===== src/hdl/ttc_pkg.sv =====
// Constants, register map and carrier types of the thermal throttle controller
package ttc_pkg;
  localparam int ADDR_W = 5;
  localparam logic [4:0] OFF_CTRL = 5'h00;
  localparam logic [4:0] OFF_ODCTRL = 5'h04;
  localparam logic [4:0] OFF_OPREQ = 5'h08;
  localparam logic [4:0] OFF_STATUS = 5'h0C;
  localparam logic [4:0] OFF_EVENT = 5'h10;
  // CTRL fields
  localparam int CTRL_AUTO_EN = 0;
  localparam int CTRL_METHOD = 1;
  localparam int CTRL_IRQ_RISE = 8;
  localparam int CTRL_IRQ_FALL = 9;
  localparam logic [31:0] CTRL_RESET = 32'h0000_0003;
  // ODCTRL fields
  localparam int OD_DUTY_LO = 1;
  localparam int OD_DUTY_HI = 3;
  localparam int OD_EN = 4;
  localparam logic [31:0] ODCTRL_RESET = 32'h0000_0000;
  // STATUS fields
  localparam int ST_ACTIVE = 0;
  localparam int ST_HOT = 1;
  localparam int ST_TRIP = 2;
  localparam int ST_DEFER = 3;
  localparam int ST_OP_LO = 8;
  // EVENT fields, write one to clear
  localparam int EV_RISE = 0;
  localparam int EV_FALL = 1;
  // Clock modulation: eight steps of 12.5 %
  localparam int MOD_STEPS = 8;
  localparam logic [2:0] AUTO_ON_STEPS = 3'h4;
  localparam logic [2:0] OD_DUTY_DEFAULT = 3'h4;
  localparam int MOD_STEP_CYC = 16;
  localparam int OP_W = 8;
  localparam logic [7:0] OP_RESET = 8'hFF;
  localparam logic [7:0] THERM_OP = 8'h10;

  typedef enum logic [0:0] {
    TTC_METH_CLKMOD = 1'b0,
    TTC_METH_OPPT = 1'b1
  } ttc_method_t;

  // Digital levels from the on-die sensor
  typedef struct packed {
    logic at_max;
    logic below_release;
    logic catastrophic;
  } ttc_sensor_t;

  // Operating-point request to the clock and voltage control
  typedef struct packed {
    logic [7:0] point;
    logic change;
  } ttc_op_t;
endpackage


===== src/hdl/ttc_thermal_throttle.sv =====
// Thermal throttle controller with Avalon-MM register slave
// Functional notes
// - Cool by clock gating or operating-point change
// - Automatic activation overrides on-demand activation
// - Software register selects automatic method
// - Automatic engages only at maximum die temperature
// - Lower point when hot, then restore request
// - Higher software request waits for episode end
// - Lower software request applies at once
// - Automatic modulation fixed at half duty
// - Stop modulation when temperature is normal
// - Hysteresis between engage and release
// - On-demand bit four engages immediately
// - Bits three to one set duty
// - Hot output low when above trip
// - Snooping and interrupt latching stay alive until a trip
// - Optional interrupt on hot output edges
// - No new hot assertion while clocks stopped
// - Asserted hot held through clock-stopped state
// - Catastrophic temperature trips and shuts down
// - Trip needs no processor activity or bus
// - Activation temperature fixed and invisible
//
// The Avalon-MM register port and the placing of the registers were left to the implementer.
`timescale 1ns/1ps
module ttc_thermal_throttle #(
  parameter int MOD_STEP_CYC = ttc_pkg::MOD_STEP_CYC,
  parameter logic [7:0] THERM_OP = ttc_pkg::THERM_OP
) (
  input wire logic sys_clk,
  input wire logic nrst,
  input wire logic [4:0] avs_address,
  input wire logic avs_read,
  input wire logic avs_write,
  input wire logic [31:0] avs_writedata,
  input wire logic [3:0] avs_byteenable,
  output logic [31:0] avs_readdata,
  output logic avs_waitrequest,
  input wire ttc_pkg::ttc_sensor_t sensor_in,
  input wire logic clocks_stopped,
  output logic core_clk_en,
  output logic snoop_irq_latch_en,
  output ttc_pkg::ttc_op_t op_out,
  output logic die_hot_out_n_o,
  output logic die_hot_out_n_oe,
  output logic catastrophic_trip_out_n,
  output logic hot_irq
);

  if (MOD_STEP_CYC < 1 || MOD_STEP_CYC > 65535) begin : g_chk
    $error("MOD_STEP_CYC out of range");
  end

  function automatic logic [31:0] be_merge(input logic [31:0] old_v, input logic [31:0] new_v,
                                           input logic [3:0] be);
    logic [31:0] r;
    r = old_v;
    for (int i = 0; i < 4; i++) begin
      if (be[i]) begin
        r[i*8 +: 8] = new_v[i*8 +: 8];
      end
    end
    return r;
  endfunction

  // Sensor synchroniser
  ttc_pkg::ttc_sensor_t sens_s1_reg;
  ttc_pkg::ttc_sensor_t sens_s2_reg;
  always_ff @(posedge sys_clk) begin
    if (!nrst) begin
      sens_s1_reg <= '0;
      sens_s2_reg <= '0;
    end else begin
      sens_s1_reg <= sensor_in;
      sens_s2_reg <= sens_s1_reg;
    end
  end

  // Registers
  logic [31:0] ctrl_reg;
  logic [31:0] odctrl_reg;
  logic [7:0] last_req_reg;
  logic [7:0] cur_op_reg;
  logic ev_rise_reg;
  logic ev_fall_reg;
  logic hot_state_reg;
  logic hot_pin_reg;
  logic trip_reg;
  logic [2:0] phase_reg;
  logic [15:0] step_cnt_reg;
  logic core_clk_en_reg;
  logic op_change_reg;
  logic ack_reg;
  logic [31:0] rdata_reg;

  // Bus decode: one wait cycle, answer on the second
  wire logic req = avs_read | avs_write;
  wire logic hit_ctrl = avs_address == ttc_pkg::OFF_CTRL;
  wire logic hit_od = avs_address == ttc_pkg::OFF_ODCTRL;
  wire logic hit_opreq = avs_address == ttc_pkg::OFF_OPREQ;
  wire logic hit_stat = avs_address == ttc_pkg::OFF_STATUS;
  wire logic hit_ev = avs_address == ttc_pkg::OFF_EVENT;
  wire logic wr_go = avs_write & ack_reg;
  assign avs_waitrequest = req & ~ack_reg;

  wire logic auto_en = ctrl_reg[ttc_pkg::CTRL_AUTO_EN];
  wire ttc_pkg::ttc_method_t method = ttc_pkg::ttc_method_t'(ctrl_reg[ttc_pkg::CTRL_METHOD]);
  wire logic od_en = odctrl_reg[ttc_pkg::OD_EN];
  wire logic [2:0] od_duty = odctrl_reg[ttc_pkg::OD_DUTY_HI:ttc_pkg::OD_DUTY_LO];

  // Episode detection; trip point lives only in the sensor
  wire logic auto_active = auto_en & hot_state_reg;
  wire logic auto_clkmod = auto_active & (method == ttc_pkg::TTC_METH_CLKMOD);
  wire logic auto_oppt = auto_active & (method == ttc_pkg::TTC_METH_OPPT);
  wire logic od_active = od_en & ~auto_active;
  wire logic mod_active = auto_clkmod | od_active;
  wire logic engine_active = auto_active | od_en;

  // Reserved duty code zero runs at half duty
  wire logic [2:0] od_on_steps = (od_duty == 3'h0) ? ttc_pkg::OD_DUTY_DEFAULT : od_duty;
  wire logic [2:0] on_steps = auto_clkmod ? ttc_pkg::AUTO_ON_STEPS : od_on_steps;
  wire logic step_end = step_cnt_reg == 16'(MOD_STEP_CYC - 1);
  wire logic clk_on_next = trip_reg ? 1'b0 : (mod_active ? (phase_reg < on_steps) : 1'b1);

  // Operating-point target
  wire logic [7:0] wr_op = avs_writedata[7:0];
  wire logic [7:0] req_next = (wr_go & hit_opreq & avs_byteenable[0]) ? wr_op : last_req_reg;
  wire logic [7:0] op_next = (auto_oppt && req_next > THERM_OP) ? THERM_OP : req_next;
  wire logic defer = auto_oppt & (last_req_reg > THERM_OP);

  // Hot indication and its edges
  wire logic hot_set = sens_s2_reg.at_max;
  wire logic hot_clr = sens_s2_reg.below_release;
  wire logic hot_state_next = hot_set ? 1'b1 : (hot_clr ? 1'b0 : hot_state_reg);
  wire logic hot_pin_next = clocks_stopped ? (hot_pin_reg & hot_state_reg) | (hot_pin_reg & clocks_stopped)
                                           : hot_state_reg;
  wire logic hot_rise = hot_pin_next & ~hot_pin_reg;
  wire logic hot_fall = ~hot_pin_next & hot_pin_reg;
  wire logic clr_rise = wr_go & hit_ev & avs_byteenable[0] & avs_writedata[ttc_pkg::EV_RISE];
  wire logic clr_fall = wr_go & hit_ev & avs_byteenable[0] & avs_writedata[ttc_pkg::EV_FALL];
  wire logic ev_rise_next = hot_rise | (ev_rise_reg & ~clr_rise);
  wire logic ev_fall_next = hot_fall | (ev_fall_reg & ~clr_fall);

  wire logic [31:0] status_word = {16'h0000, cur_op_reg, 4'h0, defer, trip_reg, hot_pin_reg, engine_active};
  wire logic [31:0] rdata_next = hit_ctrl ? ctrl_reg :
                                 hit_od ? odctrl_reg :
                                 hit_opreq ? {24'h00_0000, last_req_reg} :
                                 hit_stat ? status_word :
                                 hit_ev ? {30'h0000_0000, ev_fall_reg, ev_rise_reg} : 32'h0000_0000;

  always_ff @(posedge sys_clk) begin
    if (!nrst) begin
      ack_reg <= 1'b0;
      rdata_reg <= 32'h0000_0000;
    end else begin
      ack_reg <= req & ~ack_reg;
      if (avs_read & ~ack_reg) begin
        rdata_reg <= rdata_next;
      end
    end
  end

  always_ff @(posedge sys_clk) begin
    if (!nrst) begin
      ctrl_reg <= ttc_pkg::CTRL_RESET;
      odctrl_reg <= ttc_pkg::ODCTRL_RESET;
    end else if (wr_go) begin
      if (hit_ctrl) begin
        ctrl_reg <= be_merge(ctrl_reg, avs_writedata, avs_byteenable) & 32'h0000_0303;
      end
      if (hit_od) begin
        odctrl_reg <= be_merge(odctrl_reg, avs_writedata, avs_byteenable) & 32'h0000_001E;
      end
    end
  end

  always_ff @(posedge sys_clk) begin
    if (!nrst) begin
      last_req_reg <= ttc_pkg::OP_RESET;
      cur_op_reg <= ttc_pkg::OP_RESET;
      op_change_reg <= 1'b0;
    end else begin
      last_req_reg <= req_next;
      cur_op_reg <= op_next;
      op_change_reg <= op_next != cur_op_reg;
    end
  end

  always_ff @(posedge sys_clk) begin
    if (!nrst) begin
      hot_state_reg <= 1'b0;
      hot_pin_reg <= 1'b0;
      ev_rise_reg <= 1'b0;
      ev_fall_reg <= 1'b0;
    end else begin
      hot_state_reg <= hot_state_next;
      hot_pin_reg <= hot_pin_next;
      ev_rise_reg <= ev_rise_next;
      ev_fall_reg <= ev_fall_next;
    end
  end

  // Trip latches until reset, independent of all settings
  always_ff @(posedge sys_clk) begin
    if (!nrst) begin
      trip_reg <= 1'b0;
    end else if (sens_s2_reg.catastrophic) begin
      trip_reg <= 1'b1;
    end
  end

  // Modulation period counted in sys_clk cycles, gated or not, so it shrinks as the clock speeds up
  always_ff @(posedge sys_clk) begin
    if (!nrst) begin
      step_cnt_reg <= 16'h0000;
      phase_reg <= 3'h0;
      core_clk_en_reg <= 1'b1;
    end else begin
      core_clk_en_reg <= clk_on_next;
      if (!mod_active) begin
        step_cnt_reg <= 16'h0000;
        phase_reg <= 3'h0;
      end else if (step_end) begin
        step_cnt_reg <= 16'h0000;
        phase_reg <= phase_reg + 3'h1;
      end else begin
        step_cnt_reg <= step_cnt_reg + 16'h0001;
      end
    end
  end

  assign avs_readdata = rdata_reg;
  assign core_clk_en = core_clk_en_reg;
  // Snoop and interrupt capture run on ungated clocks until a trip
  assign snoop_irq_latch_en = ~trip_reg;
  assign op_out.point = cur_op_reg;
  assign op_out.change = op_change_reg;
  assign die_hot_out_n_o = 1'b0;
  assign die_hot_out_n_oe = hot_pin_reg;
  // Platform must cut core supply after this falls
  assign catastrophic_trip_out_n = ~trip_reg;
  assign hot_irq = (ev_rise_reg & ctrl_reg[ttc_pkg::CTRL_IRQ_RISE]) |
                   (ev_fall_reg & ctrl_reg[ttc_pkg::CTRL_IRQ_FALL]);
endmodule // ttc_thermal_throttle


===== config.mk =====
export PLATFORM = sky130hd
export DESIGN_NAME = ttc_thermal_throttle
export DESIGN_NICKNAME = d
export VERILOG_FILES = /design/src/hdl/ttc_pkg.sv /design/src/hdl/ttc_thermal_throttle.sv
export SDC_FILE = /design/constraint.sdc
export NUM_CORES = 1
export LEC_CHECK = 0
export BUFFER_PORTS_ARGS = -buffer_cell sky130_fd_sc_hd__buf_2
export CAP_MARGIN = 10
export CORE_ASPECT_RATIO = 1.25
export CORE_MARGIN = 5
export CORE_UTILIZATION = 56
export DETAILED_ROUTE_END_ITERATION = 6
export GPL_ROUTABILITY_DRIVEN = 0
export PLACE_DENSITY = 0.95
export SYNTH_ARGS = -nofsm -noshare
export SYNTH_HDL_FRONTEND = slang
export SYNTH_SLANG_ARGS = --single-unit
export TNS_END_PERCENT = 10

===== constraint.sdc =====
create_clock -name sys_clk -period 6.76 [get_ports sys_clk]
set_clock_uncertainty 0.2 [all_clocks]
set_input_delay 1.352 -clock sys_clk [delete_from_list [all_inputs] [get_ports sys_clk]]
set_output_delay 1.352 -clock sys_clk [all_outputs]
set_load 0.01 [all_outputs]

Word-level counts from Yosys, hierarchy flattened. Cells that the tools add are included.

Flip-flop bits (word level): 89. Output and inout port bits: 48.

Order comparisons: 3. Add/sub/neg operators: 2. Reductions and logical operators: 9. Mux-type cells: 14. Bitwise operators: 39. Eq/ne operators: 6.

Operators by type and width (number): $mux 16 (4); $and 1x1->1 (22); $add 16x1->16 const B (1); $eq 16x4->1 const B (1); $gt 8x5->1 const B (2); $mux 8 (2); $eq 5x4->1 const B (2); $not 1->1 (10); $reduce_and 3->1 (3); $ne 8x8->1 (1); $or 1x1->1 (7); $mux 3 (2); $eq 5x3->1 const B (1); $eq 5x5->1 const B (1); $logic_not 5->1 (1); $mux 1 (5); $add 3x1->3 const B (1); $logic_not 3->1 (1); $lt 3x3->1 (1); $reduce_or 3->1 (1); $mux 2 (1); $reduce_and 2->1 (1); $reduce_bool 2->1 (1); $logic_and 1x1->1 (1).

Longest topological paths before layout. Gate-level depths: netlist of run 1.

Depth after elaboration: 8. Depth in mapped cells: 8.

Least setup slack after synthesis of run 1. No wires, ideal clock.

Path kind: input to register. Start: in avs_address[1]. End: reg op_change_reg. Data arrival time: 3.340 ns. Setup slack: 3.095 ns. Stages on the path: 7. Cell sequence: or3_1 > buf_2 > nor3_4 > mux2i_1 > o31ai_1 > o32a_1 > o41a_1.

Word-level cells in the longest chain between the ends: 8.

RTL lines: start: declaration (RTL line ttc_thermal_throttle.sv:32) `input wire logic [4:0] avs_address,`; $eq 5x4->1 (*) (RTL line ttc_thermal_throttle.sv:100) `wire logic hit_opreq = avs_address == ttc_pkg::OFF_OPREQ;`; $and 1x1->1 (*) (2 in series) (RTL line ttc_thermal_throttle.sv:127) `wire logic [7:0] req_next = (wr_go & hit_opreq & avs_byteenable[0]) ? wr_op : last_req_reg;`; $mux 8 (*) (RTL line ttc_thermal_throttle.sv:127); $gt 8x5->1 (RTL line ttc_thermal_throttle.sv:128) `wire logic [7:0] op_next = (auto_oppt && req_next > THERM_OP) ? THERM_OP : req_next;`; $logic_and 1x1->1 (RTL line ttc_thermal_throttle.sv:128); $mux 8 (*) (RTL line ttc_thermal_throttle.sv:128); $ne 8x8->1 (*) (RTL line ttc_thermal_throttle.sv:185) `op_change_reg <= op_next != cur_op_reg;`; end signal: assignment (RTL line ttc_thermal_throttle.sv:185); end: declaration (RTL line ttc_thermal_throttle.sv:92) `logic op_change_reg;`.

Every way passes the cells marked *; elsewhere a longest branch is shown, timed or not. A chain may end at the register's enable or synchronous reset.

Final worst setup path of run 1. Same ends and word-level chain as after synthesis.

==> results by group, run 1 <==
Outcome
  • Status: completed

Timing
  • # setup viols final: 0
  • Actual slew at the worst max-slew pin: 815.2 ps
  • Hold slack final: 234.4 ps
  • Part of the cycle the worst path needs: 59.04%
  • Max Fclk: ~0.25 GHz
  • Slew HR: 45.65%
  • Final WS setup: 2769 ps
  • Final hold viol count: 0
  • RSZ-0062 raised after global routing: false
  • Fin crit period: 3991 ps
  • Setup_tns: 0 ps
  • Max-slew violations: 0

Setup path
  • CP Data Required Time: 6800 ps
  • Crit-path max FO: 25
  • Crit end category: flop
  • Worst Setup SP: avs_address[1]
  • Crit path kind: input port to flop
  • Critical path data arrival time: 4030 ps
  • CP startpoint kind: input port
  • Worst R2R Start: ack_reg$_SDFF_PN0_

Route
  • M1 WL: roughly 3.0 mm
  • Final WL: 8.167 mm
  • Met2 WL post-DR: 4.285 mm
  • Drt drc: 0
  • Vias/cell: 5.681
  • Number of detailed-route iterations in the first pass: 5
  • Total number of vias: 2960
  • Top Layer Used: met4
  • WL per Instance: 15.68 um
  • WL met3: 447 um
  • Final ANT Viol Nets: 0
  • DR iter-0 viols: 240

Place
  • Place WS: 2509 ps
  • Port buffer count: 55
  • Hpwl dp: roughly 5.8 mm

Clock network
  • CTS tree: done
  • CTS Hold Bufs: 0
  • Reg clk slew, reported paths: 70 ps
  • Total CTS buffers: 9
  • Post_cts resized: 0
  • Clk Latency, worst-skew pair: around 350 ps
  • Setup Fix Bufs, Post-CTS: 0
  • CTS root buf: clkbuf_8
  • H-tree Lvls: 3
  • Max Root-Sink Buffers: 2
  • Clock tree sinks: 73

Hold path
  • Hold Crit Start: hot_set$_SDFF_PN0_
  • Worst min path class: flop to flop

Power and ir drop
  • Leakage: 1.546 nW
  • Pwr dens: 215.4 nW/um^2
  • Max VDD drop: 0.1220 mV
  • Total power: 838.0 uW

Global route
  • Largest net degree at the start of global routing: 57
  • Initial antenna violation count: 0
  • Vias in the first global route: 3010
  • Total grt overflow: 0
  • First-pass GRT wire length: 13.66 mm
  • Total GRT Usage: a little over a fifth

Synth
  • Ys async rst share: 0%
  • Syn Inst Count: about 380
  • Share of the yosys chip area belonging to registers: 42.26%
  • Predominant post-synthesis flop cell: dfxtp_1
  • Synth cell types: just under 50
  • Yosys Warn Count: 0
  • Synthesized area: 3458 um^2
  • Mean cell area of the mapped netlist: 9.053 um^2
  • Flop and latch count out of synthesis: 73
  • EDFF count, synth: 0

Layout
  • Layout cell share with drive strength beyond 1: 17.66%
  • Post-route core utilization: 63.94%
  • Area Growth Syn to Fin: 12.52%
  • Final net count: ~480
  • Antenna diodes: 0

Floorplanning
  • Full die area: 7857 um^2
  • Die X: 80.29 um
  • Row count: 32
  • Die Ht: 97.86 um
  • Placeable Area: 6086 um^2
  • I/O pin total: 97
  • Initial Util: 56.83%

Flow run
  • # Max-Cap Violations: 0
-- logic make-up after synthesis --
kind of cell    share of synthesized area (%)
compound gates                          13.17
xor+xnor                                4.559
fa+ha+maj                               1.447
buf+inv                                 7.127
flops                                   42.26
mux                                     8.900
other cells                            0.1084
simple gates                            22.43
-- path summary, 6_finish.rpt --
| check | depth (start not counted) | slack [ps] | endpoint |
|---|---|---|---|
| worst max-delay path | 8 | 2770 | op_change_reg$_SDFF_PN0_ |
| worst min-delay path | 1 | 230 | hot_state_reg$_SDFFE_PN0P_ |
| worst max register to register | 7 | 3860 | op_change_reg$_SDFF_PN0_ |
| worst min register to register | 1 | 230 | hot_state_reg$_SDFFE_PN0P_ |
-- final cells by class --
class	count	area, um^2
Fill cell	461	2195
Multi-Input combinational cell	280	1810
Sequential cell	73	1461
Timing Repair Buffer	56	282.8
Clock buffer	13	148.9
Tap cell	85	106.4
Inverter	11	41.29
Clock inverter	3	40.04
-- cell usage in the layout (no fill, tap or decap), types with 2 or more instances in the layout --
master and count:
and2_1 8, nor4_1 6, a21o_1 2, mux2_2 4, a32oi_1 3, a2bb2oi_1 2
or3_1 2, nor2b_1 24, o41ai_1 2, nand2_1 31, o21a_1 3, a21oi_1 4
and3_1 4, a22oi_1 12, xor2_1 11, buf_2 55, clkbuf_1 3, nand3b_1 2
dfxtp_1 73, nor3b_1 2, xnor2_1 7, inv_1 11, or4_1 2, a22o_1 5
mux2i_1 24, nand2b_1 5, a221oi_1 2, nor3_1 8, o311ai_0 3, nand4_1 4
nand3_1 12, ha_1 4, a21boi_0 4, o21ai_0 11, clkinv_2 2, conb_1 17
clkbuf_8 10, nor2_1 38
-- metal layers --
| layer | up-vias | track usage [%] |
|---|---|---|
| li1 | 1401 | - |
| met1 | 1390 | 23.52 |
| met2 | 130 | 37.56 |
| met3 | 39 | 4.705 |
| met4 | 0 | 14.69 |
| met5 | - | 0 |
-- critical path, cell delays in order --
cell,delay (ps)
buf_2,130
or3_1,530
nor3_4,220
buf_4,340
mux2i_1,690
o31ai_1,170
o32a_1,190
o41a_1,410
-- report_power, final --
group,switching (mW),internal [mW]
clock network,0.149,0.180
logic,0.0404,0.0253
registers,0.00579,0.438
total,0.196,0.643
-- synthesized netlist by cell type (2+ instances only) --
cell,number,area [um^2]
dfxtp_1,73,1461
nor2_1,38,142.6
nand2_1,31,116.4
mux2i_1,24,240.2
nor2b_1,24,150.1
buf_4,20,150.1
a22oi_1,12,90.09
clkbuf_1,12,45.04
nand3_1,12,60.06
inv_1,11,41.29
o21ai_0,11,55.05
xor2_1,11,96.34
and2_1,8,50.05
nor3_1,8,40.04
xnor2_1,7,61.31
nor4_1,6,37.54
a22o_1,5,43.79
nand2b_1,5,31.28
a21boi_0,4,30.03
a21oi_1,4,20.02
and3_1,4,25.02
ha_1,4,50.05
mux2_2,4,45.04
nand4_1,4,25.02
a32oi_1,3,26.28
o21a_1,3,22.52
o311ai_0,3,26.28
a21o_1,2,15.01
a221oi_1,2,17.52
a2bb2oi_1,2,17.52
buf_2,2,10.01
nand3b_1,2,15.01
nor3b_1,2,15.01
o41ai_1,2,17.52
or3_1,2,12.51
or4_1,2,15.01
-- stage by stage --
step	std cells	instance area, um^2
5_1_grt	521	3891
6_report	521	3891
3_3_place_gp	505	3702
2_1_floorplan	398	3518
3_5_place_dp	505	3702
4_1_cts	521	3891
Power figures use the tool's default switching activity.
==> inputs of run 2 (changes only) <==
- CORE_UTILIZATION: 56 -> 47
- PLACE_DENSITY: 0.95 -> 0.87
- clock period: 6.76 -> 3.6 ns (I/O delays scaled with it)
==> results by group, run 2 (same netlist as run 1, synthesis figures left out) <==
Global route
  • Total GRT Usage: 17.01% (-4.9 points)
  • Met3 Resource Use GR: 3.876% (-0.83 points)
  • First-pass GRT wire length: 12.56 mm (-8.0%)
  • Met2 Track Usage GR: 30.47% (-7.1 points)
  • GRT busiest layer: met2
  • Total grt overflow: 0 (unchanged)
  • Largest net degree at the start of global routing: 56 (-1.8%)
  • Vias in the first global route: 2759 (-8.3%)
  • Met1 Use GR: 18.17% (-5.4 points)
  • Initial antenna violation count: 0 (unchanged)

Clock network
  • CTS tree: done
  • H-tree Lvls: 3 (unchanged)
  • Reg clk slew, reported paths: 80 ps (about the same)
  • Clk Latency, worst-skew pair: 360 ps (about the same)
  • Setup Fix Bufs, Post-CTS: 0 (unchanged)
  • Clock tree sinks: 73 (unchanged)
  • CTS root buf: clkbuf_8
  • Post_cts resized: 0 (unchanged)
  • Total CTS buffers: 9 (unchanged)
  • Max Root-Sink Buffers: 2 (unchanged)
  • CTS Hold Bufs: 0 (unchanged)

Layout
  • Layout cell share with drive strength beyond 1: 19.09% (+1.4 points)
  • Most frequent cells in the layout: dfxtp_1 (73), buf_2 (55), nor2_1 (38)
  • Area Growth Syn to Fin: 14.51%
  • Antenna diodes: 0 (unchanged)
  • Final net count: 488 (+0.83%)
  • Most common cell after layout, fill and taps aside: dfxtp_1

Timing
  • Final hold viol count: 0 (unchanged)
  • Part of the cycle the worst path needs: 83.08%
  • Slew HR: 56.40% (+11 points)
  • Max-slew violations: 0 (unchanged)
  • Max Fclk: 0.3344 GHz
  • Setup_tns: 0 ps (unchanged)
  • Actual slew at the worst max-slew pin: 652.3 ps (-163.0 ps)
  • RSZ-0062 raised after global routing: false
  • # setup viols final: 0 (unchanged)
  • Fin crit period: 2991 ps
  • Final WS setup: 609.2 ps (-2160 ps)

Route
  • Vias/cell: 5.226 (-8.0%)
  • Total number of vias: 2780 (-6.1%)
  • WL per Instance: 14.16 um (-9.7%)
  • Drt drc: 0 (unchanged)
  • Final WL: 7.532 mm (-7.8%)
  • DR iter-0 viols: 191 (-20%)
  • Number of detailed-route iterations in the first pass: 4 (-1)
  • Final ANT Viol Nets: 0 (unchanged)

Place
  • Place WS: 255.5 ps (-2254 ps)
  • Hpwl dp: 5.698 mm (-1.3%)
  • Port buffer count: 55 (unchanged)

Setup path
  • CP Data Required Time: 3640 ps (-3160 ps)
  • Worst reg-to-reg setup slack: 940 ps (-2920 ps)
  • Crit path kind: input port to flop
  • CP startpoint kind: input port
  • Crit-path max FO: 14 (-44%)
  • Critical path data arrival time: 3030 ps (-1000 ps)
  • Crit end category: flop

Power and ir drop
  • Leakage: 1.577 nW (+2.0%)
  • Max VDD drop: 0.2467 mV (+100%)
  • Total power: 1.658 mW (+98%)
  • Pwr dens: 418.7 nW/um^2 (+94%)

Flow run
  • # Max-Cap Violations: 0 (unchanged)

Floorplanning
  • Initial Util: 47.57% (-9.3 points)
  • I/O pin total: 97 (unchanged)
  • Full die area: 9185 um^2 (+17%)
  • Die Ht: 105.9 um (+8.2%)
  • Placeable Area: 7269 um^2 (+19%)
  • Row count: 35 (+9.4%)
  • Die X: 86.73 um (+8.0%)

Outcome
  • Status: completed

Hold path
  • Worst min path class: flop to flop
==> run 2: final timing paths <==
kind | start | to | cells past startpoint
worst max-delay path | avs_address[1] | op_change_reg$_SDFF_PN0_ | 8
worst min-delay path | sens_s1_reg[2]$_SDFF_PN0_ | hot_set$_SDFF_PN0_ | 1
worst max register to register | ack_reg$_SDFF_PN0_ | op_change_reg$_SDFF_PN0_ | 7
worst min register to register | sens_s1_reg[2]$_SDFF_PN0_ | hot_set$_SDFF_PN0_ | 1
==> run 2: worst max-delay path, stage by stage <==
cell     delay, ps
buf_2          120
or3_1          440
nor3_4         420
buf_4          300
mux2i_1        340
xor2_1         180
a32oi_1        120
o41a_1         390
==> run 2: cell type report <==
type                       count  area, um^2
fill                         651        3309
multi-input combinational    280        1810
sequential                    73        1461
timing repair buffer          60       312.8
clock buffer                   9       123.9
tap                           92       115.1
clock inverter                 7       95.09
inverter                      11       41.29
==> run 2: power breakdown <==
group          internal, mW  total, mW  switching [mW]
logic                0.0494      0.121          0.0721
registers             0.821      0.832          0.0108
clock network         0.389      0.705           0.315
total                  1.26       1.66           0.398
==> run 2: per-layer routing <==
metal / vias up / wire (um)
met4: 0 / 204
li1: 1406 / -
met5: - / 0
met3: 19 / 448
met2: 75 / 3955
met1: 1280 / 2924
==> run 2: metrics by stage <==
stage | area, um^2 | util, % | cells | hold slack, ps
after detailed placement | 3741 | 51.46 | 516 | 223.2
final | 3960 | 54.47 | 532 | 240.6
after global placement | 3741 | 51.46 | 516 | 207.7
after floorplan | 3518 | - | 398 | 205.2
after global routing | 3960 | 54.47 | 532 | 254.7
after CTS | 3960 | 54.47 | 532 | 241.7
